<file path="config.mk">
export PLATFORM = sky130hd
export DESIGN_NAME = ddw_top
export DESIGN_NICKNAME = d
export VERILOG_FILES = /design/src/rtl/ddw_sync.v /design/src/rtl/ddw_top.v
export VERILOG_INCLUDE_DIRS = /design/src /design/src/inc
export SDC_FILE = /design/constraint.sdc
export NUM_CORES = 1
export LEC_CHECK = 0
export ABC_AREA = 1
export BUFFER_PORTS_ARGS = -buffer_cell sky130_fd_sc_hd__buf_4
export CORE_MARGIN = 10
export CORE_UTILIZATION = 40
export CTS_CLUSTER_DIAMETER = 50
export DETAILED_ROUTE_END_ITERATION = 8
export SYNTH_ARGS = -nofsm -noshare
export SYNTH_HDL_FRONTEND = slang
export SYNTH_SLANG_ARGS = --single-unit
</file>
<file path="constraint.sdc">
create_clock -name clk -period 2.95 [get_ports clk]
set_input_delay 0.295 -clock clk [delete_from_list [all_inputs] [get_ports clk]]
set_output_delay 0.295 -clock clk [all_outputs]
set_load 0.005 [all_outputs]
</file>
<file path="src/inc/ddw_defines.vh">
// Constants for the DDR3 write, precharge and self refresh device logic
`ifndef DDW_DEFINES_VH
`define DDW_DEFINES_VH

// ----------------------------------------
// APB register offsets (byte addresses)
// ----------------------------------------
`define DDW_OFF_MODE     12'h000
`define DDW_OFF_STAT     12'h004
`define DDW_OFF_RFCNT    12'h008
`define DDW_OFF_WINFO    12'h00C
`define DDW_OFF_DATA     12'h040
`define DDW_OFF_DATA_END 12'h07C

// ----------------------------------------
// MODE register fields and reset value
// ----------------------------------------
`define DDW_MODE_BL_LSB  0
`define DDW_MODE_AL_LSB  2
`define DDW_MODE_CWL_LSB 6
`define DDW_MODE_NOM_BIT 10
`define DDW_MODE_WR_BIT  11
`define DDW_MODE_RST     32'h00000140

// ----------------------------------------
// STAT register fields
// ----------------------------------------
`define DDW_STAT_SR_BIT    8
`define DDW_STAT_DLL_BIT   9
`define DDW_STAT_LOCK_BIT  10
`define DDW_STAT_ODT_BIT   11
`define DDW_STAT_WERR_BIT  12
`define DDW_STAT_BUSY_BIT  13

// ----------------------------------------
// Burst length selections
// ----------------------------------------
`define DDW_BL_FIX8 2'h0
`define DDW_BL_OTF  2'h1
`define DDW_BL_FIX4 2'h2

// ----------------------------------------
// Command codes {cs_n, ras_n, cas_n, we_n}
// ----------------------------------------
`define DDW_CMD_REF 4'h1
`define DDW_CMD_PRE 4'h2
`define DDW_CMD_ACT 4'h3
`define DDW_CMD_WR  4'h4

// ----------------------------------------
// Timing
// ----------------------------------------
`define DDW_CLK_MHZ    100
`define DDW_TCKE_NS    10
`define DDW_TCKE_CYC   ((`DDW_TCKE_NS * `DDW_CLK_MHZ) / 1000)
`define DDW_TREFI_NS   7800
`define DDW_TREFI_CYC  ((`DDW_TREFI_NS * `DDW_CLK_MHZ) / 1000)
`define DDW_TXSDLL_CK  512
`define DDW_CHOP_CK    4
`define DDW_WIN_CK     5

`endif

</file>
<file path="src/rtl/ddw_sync.v">
// Two-flip-flop synchroniser for a bundle of pin inputs
`timescale 1ns/10ps

module ddw_sync #(
  parameter W = 1
) (
  input  wire         clk,
  input  wire         rst_n,
  input  wire [W-1:0] d,
  output reg  [W-1:0] q
);

  reg [W-1:0] meta;

  // First stage feeds only the second stage
  always @(posedge clk) begin
    if (!rst_n) begin
      meta <= {W{1'b0}};
      q    <= {W{1'b0}};
    end else begin
      meta <= d;
      q    <= meta;
    end
  end

endmodule // ddw_sync

</file>
<file path="src/rtl/ddw_top.v">
// DDR3 device write capture, precharge and self refresh logic with APB registers
//
// Implementation choices: the register addresses and the APB register port.
`timescale 1ns/10ps
`include "ddw_defines.vh"
module ddw_top (
  input  wire        clk,
  input  wire        rst_n,
  input  wire        psel,
  input  wire        penable,
  input  wire        pwrite,
  input  wire [11:0] paddr,
  input  wire [31:0] pwdata,
  output reg  [31:0] prdata,
  output wire        pready,
  output wire        pslverr,
  input  wire        ck,
  input  wire        cke,
  input  wire        cs_n,
  input  wire        ras_n,
  input  wire        cas_n,
  input  wire        we_n,
  input  wire [13:0] addr,
  input  wire [2:0]  ba,
  input  wire        odt,
  input  wire        mem_reset_n,
  input  wire        dqs,
  input  wire [7:0]  dq,
  input  wire        dm
);

  // Timing counts as integers, cut to the 10-bit timer width on purpose
  localparam integer TCKE_I   = `DDW_TCKE_CYC - 1;
  localparam integer TREFI_I  = `DDW_TREFI_CYC - 1;
  localparam integer XSDLL_I  = `DDW_TXSDLL_CK - 1;
  localparam [9:0]   TCKE_M1  = TCKE_I[9:0];
  localparam [9:0]   TREFI_M1 = TREFI_I[9:0];
  localparam [9:0]   XSDLL_M1 = XSDLL_I[9:0];

  // ----------------------------------------
  // Pin synchronisation and edge detection
  // ----------------------------------------
  wire [34:0] s;
  wire        s_ck, s_cke, s_odt, s_rstn, s_dqs, s_dm;
  wire [3:0]  s_cmd;
  wire [13:0] s_addr;
  wire [2:0]  s_ba;
  wire [7:0]  s_dq;

  ddw_sync #(.W(35)) u_sync (
    .clk   (clk),
    .rst_n (rst_n),
    .d     ({ck, cke, cs_n, ras_n, cas_n, we_n, addr, ba, odt, mem_reset_n, dqs, dq, dm}),
    .q     (s)
  );
  assign {s_ck, s_cke, s_cmd, s_addr, s_ba, s_odt, s_rstn, s_dqs, s_dq, s_dm} = s;
  reg ck_d, dqs_d, cke_prev;
  wire ck_rise  = s_ck & ~ck_d;
  wire dqs_rise = s_dqs & ~dqs_d;
  wire dqs_fall = ~s_dqs & dqs_d;
  // Pin reset acts like the block reset on device state
  wire rst_all  = ~rst_n | ~s_rstn;
  // Previous levels; CKE is registered only on clock edges
  always @(posedge clk) begin
    if (rst_all) begin
      ck_d     <= 1'b0;
      dqs_d    <= 1'b1; // Strobe parks high, so no false edge
      cke_prev <= 1'b0;
    end else begin
      ck_d  <= s_ck;
      dqs_d <= s_dqs;
      if (ck_rise)
        cke_prev <= s_cke;
    end
  end
  // ----------------------------------------
  // Mode, status and command decode
  // ----------------------------------------
  reg  [31:0] mode;
  reg         sr, dll_en, relock, odt_err, wr_err;
  reg  [7:0]  bank_open;
  wire [1:0]  bl_mode = mode[`DDW_MODE_BL_LSB +: 2];
  wire [4:0]  wl      = {1'b0, mode[`DDW_MODE_AL_LSB +: 4]} + {1'b0, mode[`DDW_MODE_CWL_LSB +: 4]};
  wire        rtt_on  = mode[`DDW_MODE_NOM_BIT] | mode[`DDW_MODE_WR_BIT];
  // In self refresh the command pins are ignored entirely
  wire        cmd_ok  = ck_rise & ~sr & cke_prev & s_cke;
  wire        sr_entry = ck_rise & ~sr & cke_prev & ~s_cke & (s_cmd == `DDW_CMD_REF);
  wire        wr_cmd   = cmd_ok & (s_cmd == `DDW_CMD_WR);
  // Burst chop decision for one WRITE
  function chop_sel;
    input [1:0] blm;
    input       a12;
    begin
      chop_sel = (blm == `DDW_BL_FIX4) | ((blm == `DDW_BL_OTF) & ~a12);
    end
  endfunction
  // ----------------------------------------
  // Bank state
  // ----------------------------------------
  always @(posedge clk) begin
    if (rst_all) begin
      bank_open <= 8'h00;
    end else if (cmd_ok) begin
      if (s_cmd == `DDW_CMD_ACT)
        bank_open[s_ba] <= 1'b1;
      else if (s_cmd == `DDW_CMD_PRE) begin
        if (s_addr[10])
          bank_open <= 8'h00;
        else
          bank_open[s_ba] <= 1'b0;
      end
    end
  end
  // ----------------------------------------
  // Self refresh, DLL and internal refresh
  // ----------------------------------------
  reg        ref_first;
  reg [9:0]  ref_tmr, lock_cnt;
  reg [31:0] ref_cnt;
  // Exit is taken on the CKE level, since the clock may be stopped
  always @(posedge clk) begin
    if (rst_all) begin
      sr        <= 1'b0;
      dll_en    <= 1'b1;
      relock    <= 1'b0;
      ref_first <= 1'b0;
      ref_tmr   <= 10'h000;
      lock_cnt  <= 10'h000;
      ref_cnt   <= 32'h00000000;
    end else if (sr_entry) begin
      sr        <= 1'b1;
      dll_en    <= 1'b0;
      relock    <= 1'b0;
      ref_first <= 1'b1;
      ref_tmr   <= 10'h000;
    end else if (sr && s_cke) begin
      sr       <= 1'b0;
      dll_en   <= 1'b1;
      relock   <= 1'b1;
      lock_cnt <= 10'h000;
    end else if (sr) begin
      if (ref_tmr == (ref_first ? TCKE_M1 : TREFI_M1)) begin
        ref_cnt   <= ref_cnt + 32'h00000001;
        ref_first <= 1'b0;
        ref_tmr   <= 10'h000;
      end else begin
        ref_tmr <= ref_tmr + 10'h001;
      end
    end else if (relock && ck_rise) begin
      if (lock_cnt == XSDLL_M1)
        relock <= 1'b0;
      lock_cnt <= lock_cnt + 10'h001;
    end
  end
  // ----------------------------------------
  // Write burst sequencing
  // ----------------------------------------
  reg       pend_v, pend_chop, act_v, act_chop, got_first, last_chop;
  reg [4:0] pend_cnt;
  reg [2:0] pend_bank, pend_col, act_bank, act_col, win_ck;
  reg [3:0] beat, last_beats;
  reg [7:0] mem [0:15];
  wire      open_win = pend_v & (pend_cnt <= 5'h01) & ~act_v;
  wire      beat_ev  = act_v & (dqs_rise | (dqs_fall & got_first));
  wire [3:0] limit   = act_chop ? 4'h4 : 4'h8;
  wire [3:0] beat_n  = beat + {3'h0, beat_ev};
  // Chopped window stays to the full burst time so stray edges do not leak
  wire      close_w  = (beat_n == 4'h8) | (win_ck == 3'd`DDW_WIN_CK) |
                       ((win_ck == 3'd`DDW_CHOP_CK) & (beat_n >= limit));
  wire [2:0] widx    = act_col + beat[2:0];
  // Pending slot counts WL-1 clock edges, then hands over to the window
  always @(posedge clk) begin
    if (rst_all) begin
      pend_v    <= 1'b0;
      pend_chop <= 1'b0;
      pend_cnt  <= 5'h00;
      pend_bank <= 3'h0;
      pend_col  <= 3'h0;
    end else begin
      if (open_win)
        pend_v <= 1'b0;
      else if (ck_rise && pend_v && pend_cnt > 5'h01)
        pend_cnt <= pend_cnt - 5'h01;
      if (wr_cmd && bank_open[s_ba] && (!pend_v || open_win)) begin
        pend_v    <= 1'b1;
        pend_cnt  <= wl;
        pend_bank <= s_ba;
        pend_col  <= s_addr[2:0];
        pend_chop <= chop_sel(bl_mode, s_addr[12]);
      end
    end
  end
  // Capture window; only the first rising edge may start the burst
  always @(posedge clk) begin
    if (rst_all) begin
      act_v      <= 1'b0;
      act_chop   <= 1'b0;
      act_bank   <= 3'h0;
      act_col    <= 3'h0;
      got_first  <= 1'b0;
      beat       <= 4'h0;
      win_ck     <= 3'h0;
      last_beats <= 4'h0;
      last_chop  <= 1'b0;
    end else if (open_win) begin
      act_v     <= 1'b1;
      act_chop  <= pend_chop;
      act_bank  <= pend_bank;
      act_col   <= pend_col;
      got_first <= 1'b0;
      beat      <= 4'h0;
      win_ck    <= 3'h0;
    end else if (act_v) begin
      if (beat_ev) begin
        got_first <= 1'b1;
        beat      <= beat_n;
      end
      if (ck_rise)
        win_ck <= win_ck + 3'h1;
      if (close_w) begin
        act_v      <= 1'b0;
        last_beats <= (beat_n > limit) ? limit : beat_n;
        last_chop  <= act_chop;
      end
    end
  end
  // Byte storage; masked or chopped beats leave it untouched
  always @(posedge clk) begin
    if (beat_ev && beat < limit && !s_dm)
      mem[{act_bank[0], widx}] <= s_dq;
  end
  // ----------------------------------------
  // APB slave
  // ----------------------------------------
  wire setup  = psel & ~penable;
  wire access = psel & penable;
  wire is_dat = (paddr >= `DDW_OFF_DATA) & (paddr <= `DDW_OFF_DATA_END);
  wire valid  = (paddr[1:0] == 2'h0) & (is_dat | (paddr == `DDW_OFF_MODE) |
                (paddr == `DDW_OFF_STAT) | (paddr == `DDW_OFF_RFCNT) |
                (paddr == `DDW_OFF_WINFO));
  wire wr_stat = access & pwrite & (paddr == `DDW_OFF_STAT);
  wire odt_set = sr_entry & s_odt & rtt_on;
  wire werr_set = wr_cmd & (~bank_open[s_ba] | (pend_v & ~open_win));
  wire [31:0] stat = {18'h00000, act_v | pend_v, wr_err, odt_err, relock, dll_en, sr,
                      bank_open};
  assign pready  = 1'b1;
  assign pslverr = access & ~valid;
  // Mode write and sticky flags; a new event beats a clear
  always @(posedge clk) begin
    if (!rst_n) begin
      mode    <= `DDW_MODE_RST;
      odt_err <= 1'b0;
      wr_err  <= 1'b0;
    end else begin
      if (access && pwrite && paddr == `DDW_OFF_MODE)
        mode <= {20'h00000, pwdata[11:0]};
      odt_err <= odt_set | (odt_err & ~(wr_stat & pwdata[`DDW_STAT_ODT_BIT]));
      wr_err  <= werr_set | (wr_err & ~(wr_stat & pwdata[`DDW_STAT_WERR_BIT]));
    end
  end
  // Read data is registered in the setup cycle
  always @(posedge clk) begin
    if (!rst_n)
      prdata <= 32'h00000000;
    else if (setup) begin
      case (paddr)
        `DDW_OFF_MODE:  prdata <= mode;
        `DDW_OFF_STAT:  prdata <= stat;
        `DDW_OFF_RFCNT: prdata <= ref_cnt;
        `DDW_OFF_WINFO: prdata <= {27'h0000000, last_chop, last_beats};
        default:        prdata <= (is_dat && valid) ? {24'h0, mem[paddr[5:2]]} : 32'h0;
      endcase
    end
  end
endmodule // ddw_top

</file>
==> flow_metrics.env, run 1 <==
export IMPL_syn_mean_instance_area_um2=8.13
export IMPL_wl_per_cell_um=15.5
export IMPL_drive_gt1_share_pct=12.1
export IMPL_chipWidth_um=210
export IMPL_ant_nets=0
export IMPL_grt_ovfl_total=0
export IMPL_grt_pass1_vias=11519
export IMPL_status="finished, final reports clean"
export IMPL_place_congestion=0.904
export IMPL_p_leak_nw=7.23
export IMPL_rr_worst_depth=18
export IMPL_grt_pass1_wl_mm=60.4
export IMPL_min_path_cells=3
export IMPL_cp_max_fo=7
export IMPL_route_detailed_drc=0
export IMPL_period_share_pct=90.3
export IMPL_peakVddDrop_uv=423
export IMPL_slew_headroom_pct=34.4
export IMPL_ys_seq_elements=323
export IMPL_antenna_cells=0
export IMPL_seq_area_frac_synth_pct=53.7
export IMPL_worst_pin_slew_ps=982
export IMPL_via_count=11715
export IMPL_layout_common_cells="nand2_1 (447), nor2_1 (289), dfxtp_1 (195)"
export IMPL_clk_path_buf_depth=3
export IMPL_grt_total_usage_pct=16.8
export IMPL_drtIter0Drc=728
export IMPL_fill_cells=3503
export IMPL_synth_warnings=0
export IMPL_nNetsFinal=2018
export IMPL_synth_cell_types=52
export IMPL_grt_max_degree=68
export IMPL_start_util_pct=40.5
export IMPL_synth_cells=1773
export IMPL_drv_slew=0
export IMPL_synth_main_ff_cell="dfxtp_1"
export IMPL_syn_area_um2=14400
export IMPL_placementRows=69
export IMPL_arrival_ps=3120
export IMPL_cts_tree="done"
export IMPL_final_common_cell="nand2_1"
export IMPL_start_kind="register"
export IMPL_critical_path_class="reg2reg"
export IMPL_timing_fmax_ghz=0.375
export IMPL_r2r_start="act_v"
export IMPL_cts_buffers=38
export IMPL_multi_input_area_um2=5640
export IMPL_routed_wl_mm=37.3
export IMPL_async_flop_share_pct=0
export IMPL_crit_required_ps=3400
export IMPL_cts_htree_levels=2
export IMPL_hold_viol_final=0
export IMPL_endpoint_kind="register"
export IMPL_fin_setup_tns_ps=0
export IMPL_rsz0062_at_grt="false"
export IMPL_reg2reg_to="last_beats[0]"
export IMPL_antenna_found_initial=0
export IMPL_cts_clk_slew_worst_paths_ps=60
export IMPL_drv_cap=0
export IMPL_finalSetupViolCount=0
export IMPL_synthesis_nets=1877
export IMPL_die_area_um2=44000
export IMPL_vias_per_cell=4.88
export IMPL_fp_dieH_um=210
export IMPL_seq_area_um2=7750
export IMPL_area_growth_syn_to_layout_pct=19.0
export IMPL_io_pins=118
export IMPL_min_from="pwdata[9]"
export IMPL_place_area_um2=15700
export IMPL_synth_edf_count=128
export IMPL_cts_root_buf="clkbuf_16"
export IMPL_r2r_slack_ps=290
export IMPL_clock_sinks=323
export IMPL_period_minus_slack_ps=2660
export IMPL_fin_skew_ps=21.2
export IMPL_coreArea_um2=35600
export IMPL_finalInstanceArea_um2=17200
export IMPL_powerDensity_nw_per_um2=563
export IMPL_port_buffers=88
export IMPL_min_to="mode[9]"
export IMPL_drtPass1Iterations=5
export IMPL_hold_path_class="in2reg"
export IMPL_insertion_delay_ps=520
export IMPL_cts_resized=0
export IMPL_dpl_hpwl_mm=26.4
[critical path, stage by stage (launching register included)]
cell and delay (ps):
dfxtp_1 310, inv_1 130, a21oi_1 60, nand2_1 190
inv_1 130, ha_1 210, ha_1 190, xnor2_1 280
ha_1 210, inv_1 40, a21oi_1 190, nand2_1 80
nand3_1 70, nand3_1 90, nand2_2 130, inv_2 80
nand2_1 60, nand2_1 40, nor2_1 110
[state kept, by name (all words and copies together), names as in the netlist, 3 cells and up]
name and cells:
mem 128, prdata 32, ref_cnt 32, u_sync.meta 26
u_sync.q 26, mode 12, lock_cnt 10, ref_tmr 10
bank_open 8, pend_cnt 5, beat 4, last_beats 4
act_col 3, pend_col 3, win_ck 3
[layout make-up]
cell class	count	area share, %
sequential	323	45.2
timing repair buffer	153	7.10
multi-input combinational	1198	32.9
clock inverter	13	0.780
clock buffer	54	6.32
inverter	200	4.41
tap	461	3.36
[cells by family (layout without fill, tap and decap cells)]
kind of cell,after synthesis,count (layout),synth area share (%)
AOI/OAI and AO/OA,192,192,7.11
xor gates and xnor gates,23,23,1.45
adders and majority gates,20,20,1.84
buffers and inverters,252,420,7.19
DFF,323,323,53.7
other,1,1,0.0260
and+or+nand+nor,962,962,28.7
[where the power goes]
part           leakage [nW]  switching (W)  total, W  internal (W)
Sequential             2.99      0.0000425   0.00471       0.00466
Combinational          3.65       0.000235  0.000388      0.000153
Clock                 0.590        0.00181   0.00456       0.00275
[per-layer routing]
| metal | up-vias | global-route usage [%] | part of all wire (%) |
|---|---|---|---|
| met4 | 0 | 5.33 | 2.5 |
| met5 | - | 0 | 0 |
| met3 | 65 | 2.66 | 5.2 |
| met1 | 5374 | 22.9 | 48 |
| li1 | 6000 | - | - |
| met2 | 276 | 26.5 | 44 |
[synthesized netlist by cell type (6+ instances only)]
master / n / share of area, %
nand2_1: 447 / 12
or2_2: 9 / 0.39
nand4_1: 16 / 0.69
buf_4: 6 / 0.31
buf_2: 20 / 0.69
xor2_1: 13 / 0.79
clkbuf_1: 19 / 0.49
xnor2_1: 9 / 0.55
o211ai_1: 6 / 0.31
edfxtp_1: 128 / 27
nor2_2: 9 / 0.39
inv_1: 189 / 4.9
nand3b_1: 10 / 0.52
dfxtp_1: 195 / 27
nor2_1: 290 / 7.5
a211oi_1: 7 / 0.36
o22ai_1: 6 / 0.26
inv_2: 7 / 0.18
nor3b_1: 7 / 0.36
nor2_4: 6 / 0.47
a21oi_1: 98 / 3.4
nor3_1: 12 / 0.42
o21ai_0: 64 / 2.2
nand3_1: 130 / 4.5
ha_1: 18 / 1.6
[timing repair]
action / 4_1_cts / 5_1_grt
buffers inserted: 0 / 0
hold buffers: 28 / 0
endpoints found under the hold margin: 28 / 0
[stage by stage]
stage | cells | utilization (%) | hold WS, ps | worst slack [ps] | total power [W]
final | 2402 | 48.2 | 15.0 | 286 | 0.00965
after global placement | 2307 | 44.0 | 398 | 405 | 0.00516
after global routing | 2402 | 48.2 | 9.79 | 23.6 | 0.00998
after detailed placement | 2307 | 44.0 | 401 | 298 | 0.00516
after floorplan | 1773 | - | 390 | 456 | 0.00500
after CTS | 2402 | 48.2 | 4.19 | 296 | 0.00976
[how the worst max path moves through the flow]
| stage | startpoint | endpoint | slack, ps | cells after the start |
|---|---|---|---|---|
| floorplan | act_v | last_beats[2] | 460 | 17 |
| global placement | act_v | last_beats[0] | 400 | 18 |
| detailed placement | act_v | last_beats[0] | 300 | 18 |
| CTS | act_v | last_beats[0] | 300 | 18 |
| global route | act_v | last_beats[0] | 20 | 18 |
| finish | act_v | last_beats[0] | 290 | 18 |
Power figures use the tool's default switching activity.
==> inputs of run 2 (changes only) <==
--- a/config.mk
+++ b/config.mk
@@ -7,11 +7,11 @@
 export NUM_CORES = 1
 export LEC_CHECK = 0
 export ABC_AREA = 1
-export BUFFER_PORTS_ARGS = -buffer_cell sky130_fd_sc_hd__buf_4
 export CORE_MARGIN = 10
 export CORE_UTILIZATION = 40
 export CTS_CLUSTER_DIAMETER = 50
 export DETAILED_ROUTE_END_ITERATION = 8
+export DONT_BUFFER_PORTS = 1
 export SYNTH_ARGS = -nofsm -noshare
 export SYNTH_HDL_FRONTEND = slang
 export SYNTH_SLANG_ARGS = --single-unit
==> run 2 against run 1 <==
Compared with the run above:
- non-clock buffer count down 80
- utilization down 1.3 points
- sequential cell count unchanged
- cell count down 3.0%
- global-route usage down 0.14 points
- via count down 2.0%
- count of clock-buffer cells in the layout down 1
- die area unchanged
- register-to-register slack better by 20 ps
- worst setup slack better by 15 ps
- maximum frequency up 0.58%
- clock power up 4%
- critical endpoint unchanged
- largest power group is now the clock network
==> flow_metrics.env, run 2 (synthesis results as in run 1) <==
export IMPL_finalSetupViolCount=0
export IMPL_timing_fmax_ghz=0.378
export IMPL_grt_pass1_vias=11044
export IMPL_cts_tree="done"
export IMPL_cts_root_buf="clkbuf_16"
export IMPL_vias_per_cell=4.93
export IMPL_fin_skew_ps=17.3
export IMPL_cts_buffers=40
export IMPL_coreArea_um2=35600
export IMPL_multi_input_area_um2=5640
export IMPL_final_common_cell="nand2_1"
export IMPL_dpl_hpwl_mm=25.6
export IMPL_grt_total_usage_pct=16.6
export IMPL_fin_setup_tns_ps=0
export IMPL_start_util_pct=40.5
export IMPL_wl_per_cell_um=15.9
export IMPL_routed_wl_mm=37.0
export IMPL_cp_num_buf_inv=3
export IMPL_rsz0062_at_grt="false"
export IMPL_peakVddDrop_uv=499
export IMPL_fill_cells=3497
export IMPL_layout_common_cells="nand2_1 (447), nor2_1 (289), dfxtp_1 (195)"
export IMPL_critical_path_class="reg2reg"
export IMPL_route_detailed_drc=0
export IMPL_grt_max_degree=66
export IMPL_crit_required_ps=3430
export IMPL_ant_nets=0
export IMPL_hold_path_class="in2reg"
export IMPL_largest_register_ffs=128
export IMPL_arrival_ps=3130
export IMPL_status="finished, final reports clean"
export IMPL_worst_pin_slew_ps=897
export IMPL_drv_slew=0
export IMPL_hold_viol_final=0
export IMPL_clk_path_buf_depth=3
export IMPL_path_cells="inv_1 > a21oi_1 > nand2_1 > inv_2 > ha_1 > nand3_1 > xnor2_2 > ha_1 > a21oi_1 > nand2_1 > nand3_1 > nand3_1 > nand2_2 > inv_2 > nand2_1 > nand2_1 > nor2_1"
export IMPL_area_growth_syn_to_layout_pct=15.7
export IMPL_drv_cap=0
export IMPL_port_buffers=0
export IMPL_critical_path_max_stage_delay_ps=320
export IMPL_endpoint_kind="register"
export IMPL_seq_area_um2=7750
export IMPL_die_area_um2=44000
export IMPL_io_pins=118
export IMPL_placementRows=69
export IMPL_insertion_delay_ps=550
export IMPL_clock_sinks=323
export IMPL_period_minus_slack_ps=2650
export IMPL_drtIter0Drc=809
export IMPL_slew_headroom_pct=39.9
export IMPL_cts_clk_slew_worst_paths_ps=60
export IMPL_period_share_pct=89.8
export IMPL_cts_htree_levels=2
export IMPL_cp_max_fo=7
export IMPL_chipWidth_um=210
export IMPL_fp_dieH_um=210
export IMPL_nNetsFinal=1940
export IMPL_p_leak_nw=6.87
export IMPL_crit_family="simple AND/OR/NAND/NOR gates"
export IMPL_place_congestion=0.864
export IMPL_drive_gt1_share_pct=8.14
export IMPL_grt_ovfl_total=0
export IMPL_start_kind="register"
export IMPL_cp_slowest_cell="dfxtp_1"
export IMPL_drtPass1Iterations=6
export IMPL_grt_pass1_wl_mm=59.1
export IMPL_via_count=11477
export IMPL_powerDensity_nw_per_um2=586
export IMPL_crit_top_cell="nand2_1"
export IMPL_antenna_found_initial=1
export IMPL_postLayoutCoreUtil_pct=46.9
## run 2: metrics by stage
| stage | area, µm² | hold WS, ps | power, W | std cells | setup slack, ps |
|---|---|---|---|---|---|
| after floorplan | 14400 | 390 | 0.00500 | 1773 | 456 |
| after global placement | 14900 | 398 | 0.00507 | 2211 | 357 |
| after detailed placement | 14900 | 396 | 0.00507 | 2211 | 293 |
| after CTS | 16700 | 84.3 | 0.00987 | 2327 | 246 |
| after global routing | 16700 | 112 | 0.0101 | 2329 | 17.8 |
| final | 16700 | 102 | 0.00978 | 2330 | 301 |
## run 2: repair_timing
action | in CTS | in global routing
gates resized for setup | 0 | 1
hold buffers | 42 | 0
setup endpoints to repair | 0 | 4
hold endpoints to repair | 69 | 0
buffers inserted | 0 | 2
## run 2: path summary, 6_finish.rpt
kind / startpoint / slack (ps) / cells after the start / to
max: act_v / 300 / 17 / last_beats[0]
min: rst_n / 100 / 3 / u_sync.q[12]
max reg2reg: act_v / 300 / 17 / last_beats[0]
min reg2reg: u_sync.meta[13] / 410 / 2 / u_sync.q[13]
## run 2: tightest hold or removal path, delay by kind of cell
family / cells / cell delay (ps)
buf+inv: 2 / 220
simple gates: 1 / 90
## run 2: final cells by class
| class | instances | share of cell area (%) |
|---|---|---|
| Multi-Input combinational cell | 1198 | 33.8 |
| Tap cell | 461 | 3.46 |
| Timing Repair Buffer | 73 | 4.02 |
| Clock inverter | 21 | 1.03 |
| Antenna cell | 1 | 0.0150 |
| Inverter | 200 | 4.53 |
| Clock buffer | 53 | 6.72 |
| Sequential cell | 323 | 46.4 |
## run 2: metal layers
metal | share of wire (%) | track usage, % | wire [µm] | vias to the layer above
li1 | - | - | - | 5852
met1 | 48 | 22.7 | 17800 | 5280
met2 | 44 | 25.7 | 16100 | 290
met3 | 6.1 | 3.37 | 2260 | 55
met4 | 2.1 | 5.58 | 771 | 0
met5 | 0 | 0 | 0 | -
## run 2: power breakdown
group / switching (W) / internal [W] / leakage [nW]
Sequential: 0.0000442 / 0.00466 / 2.99
Combinational: 0.000213 / 0.000117 / 3.24
Clock: 0.00194 / 0.00280 / 0.639
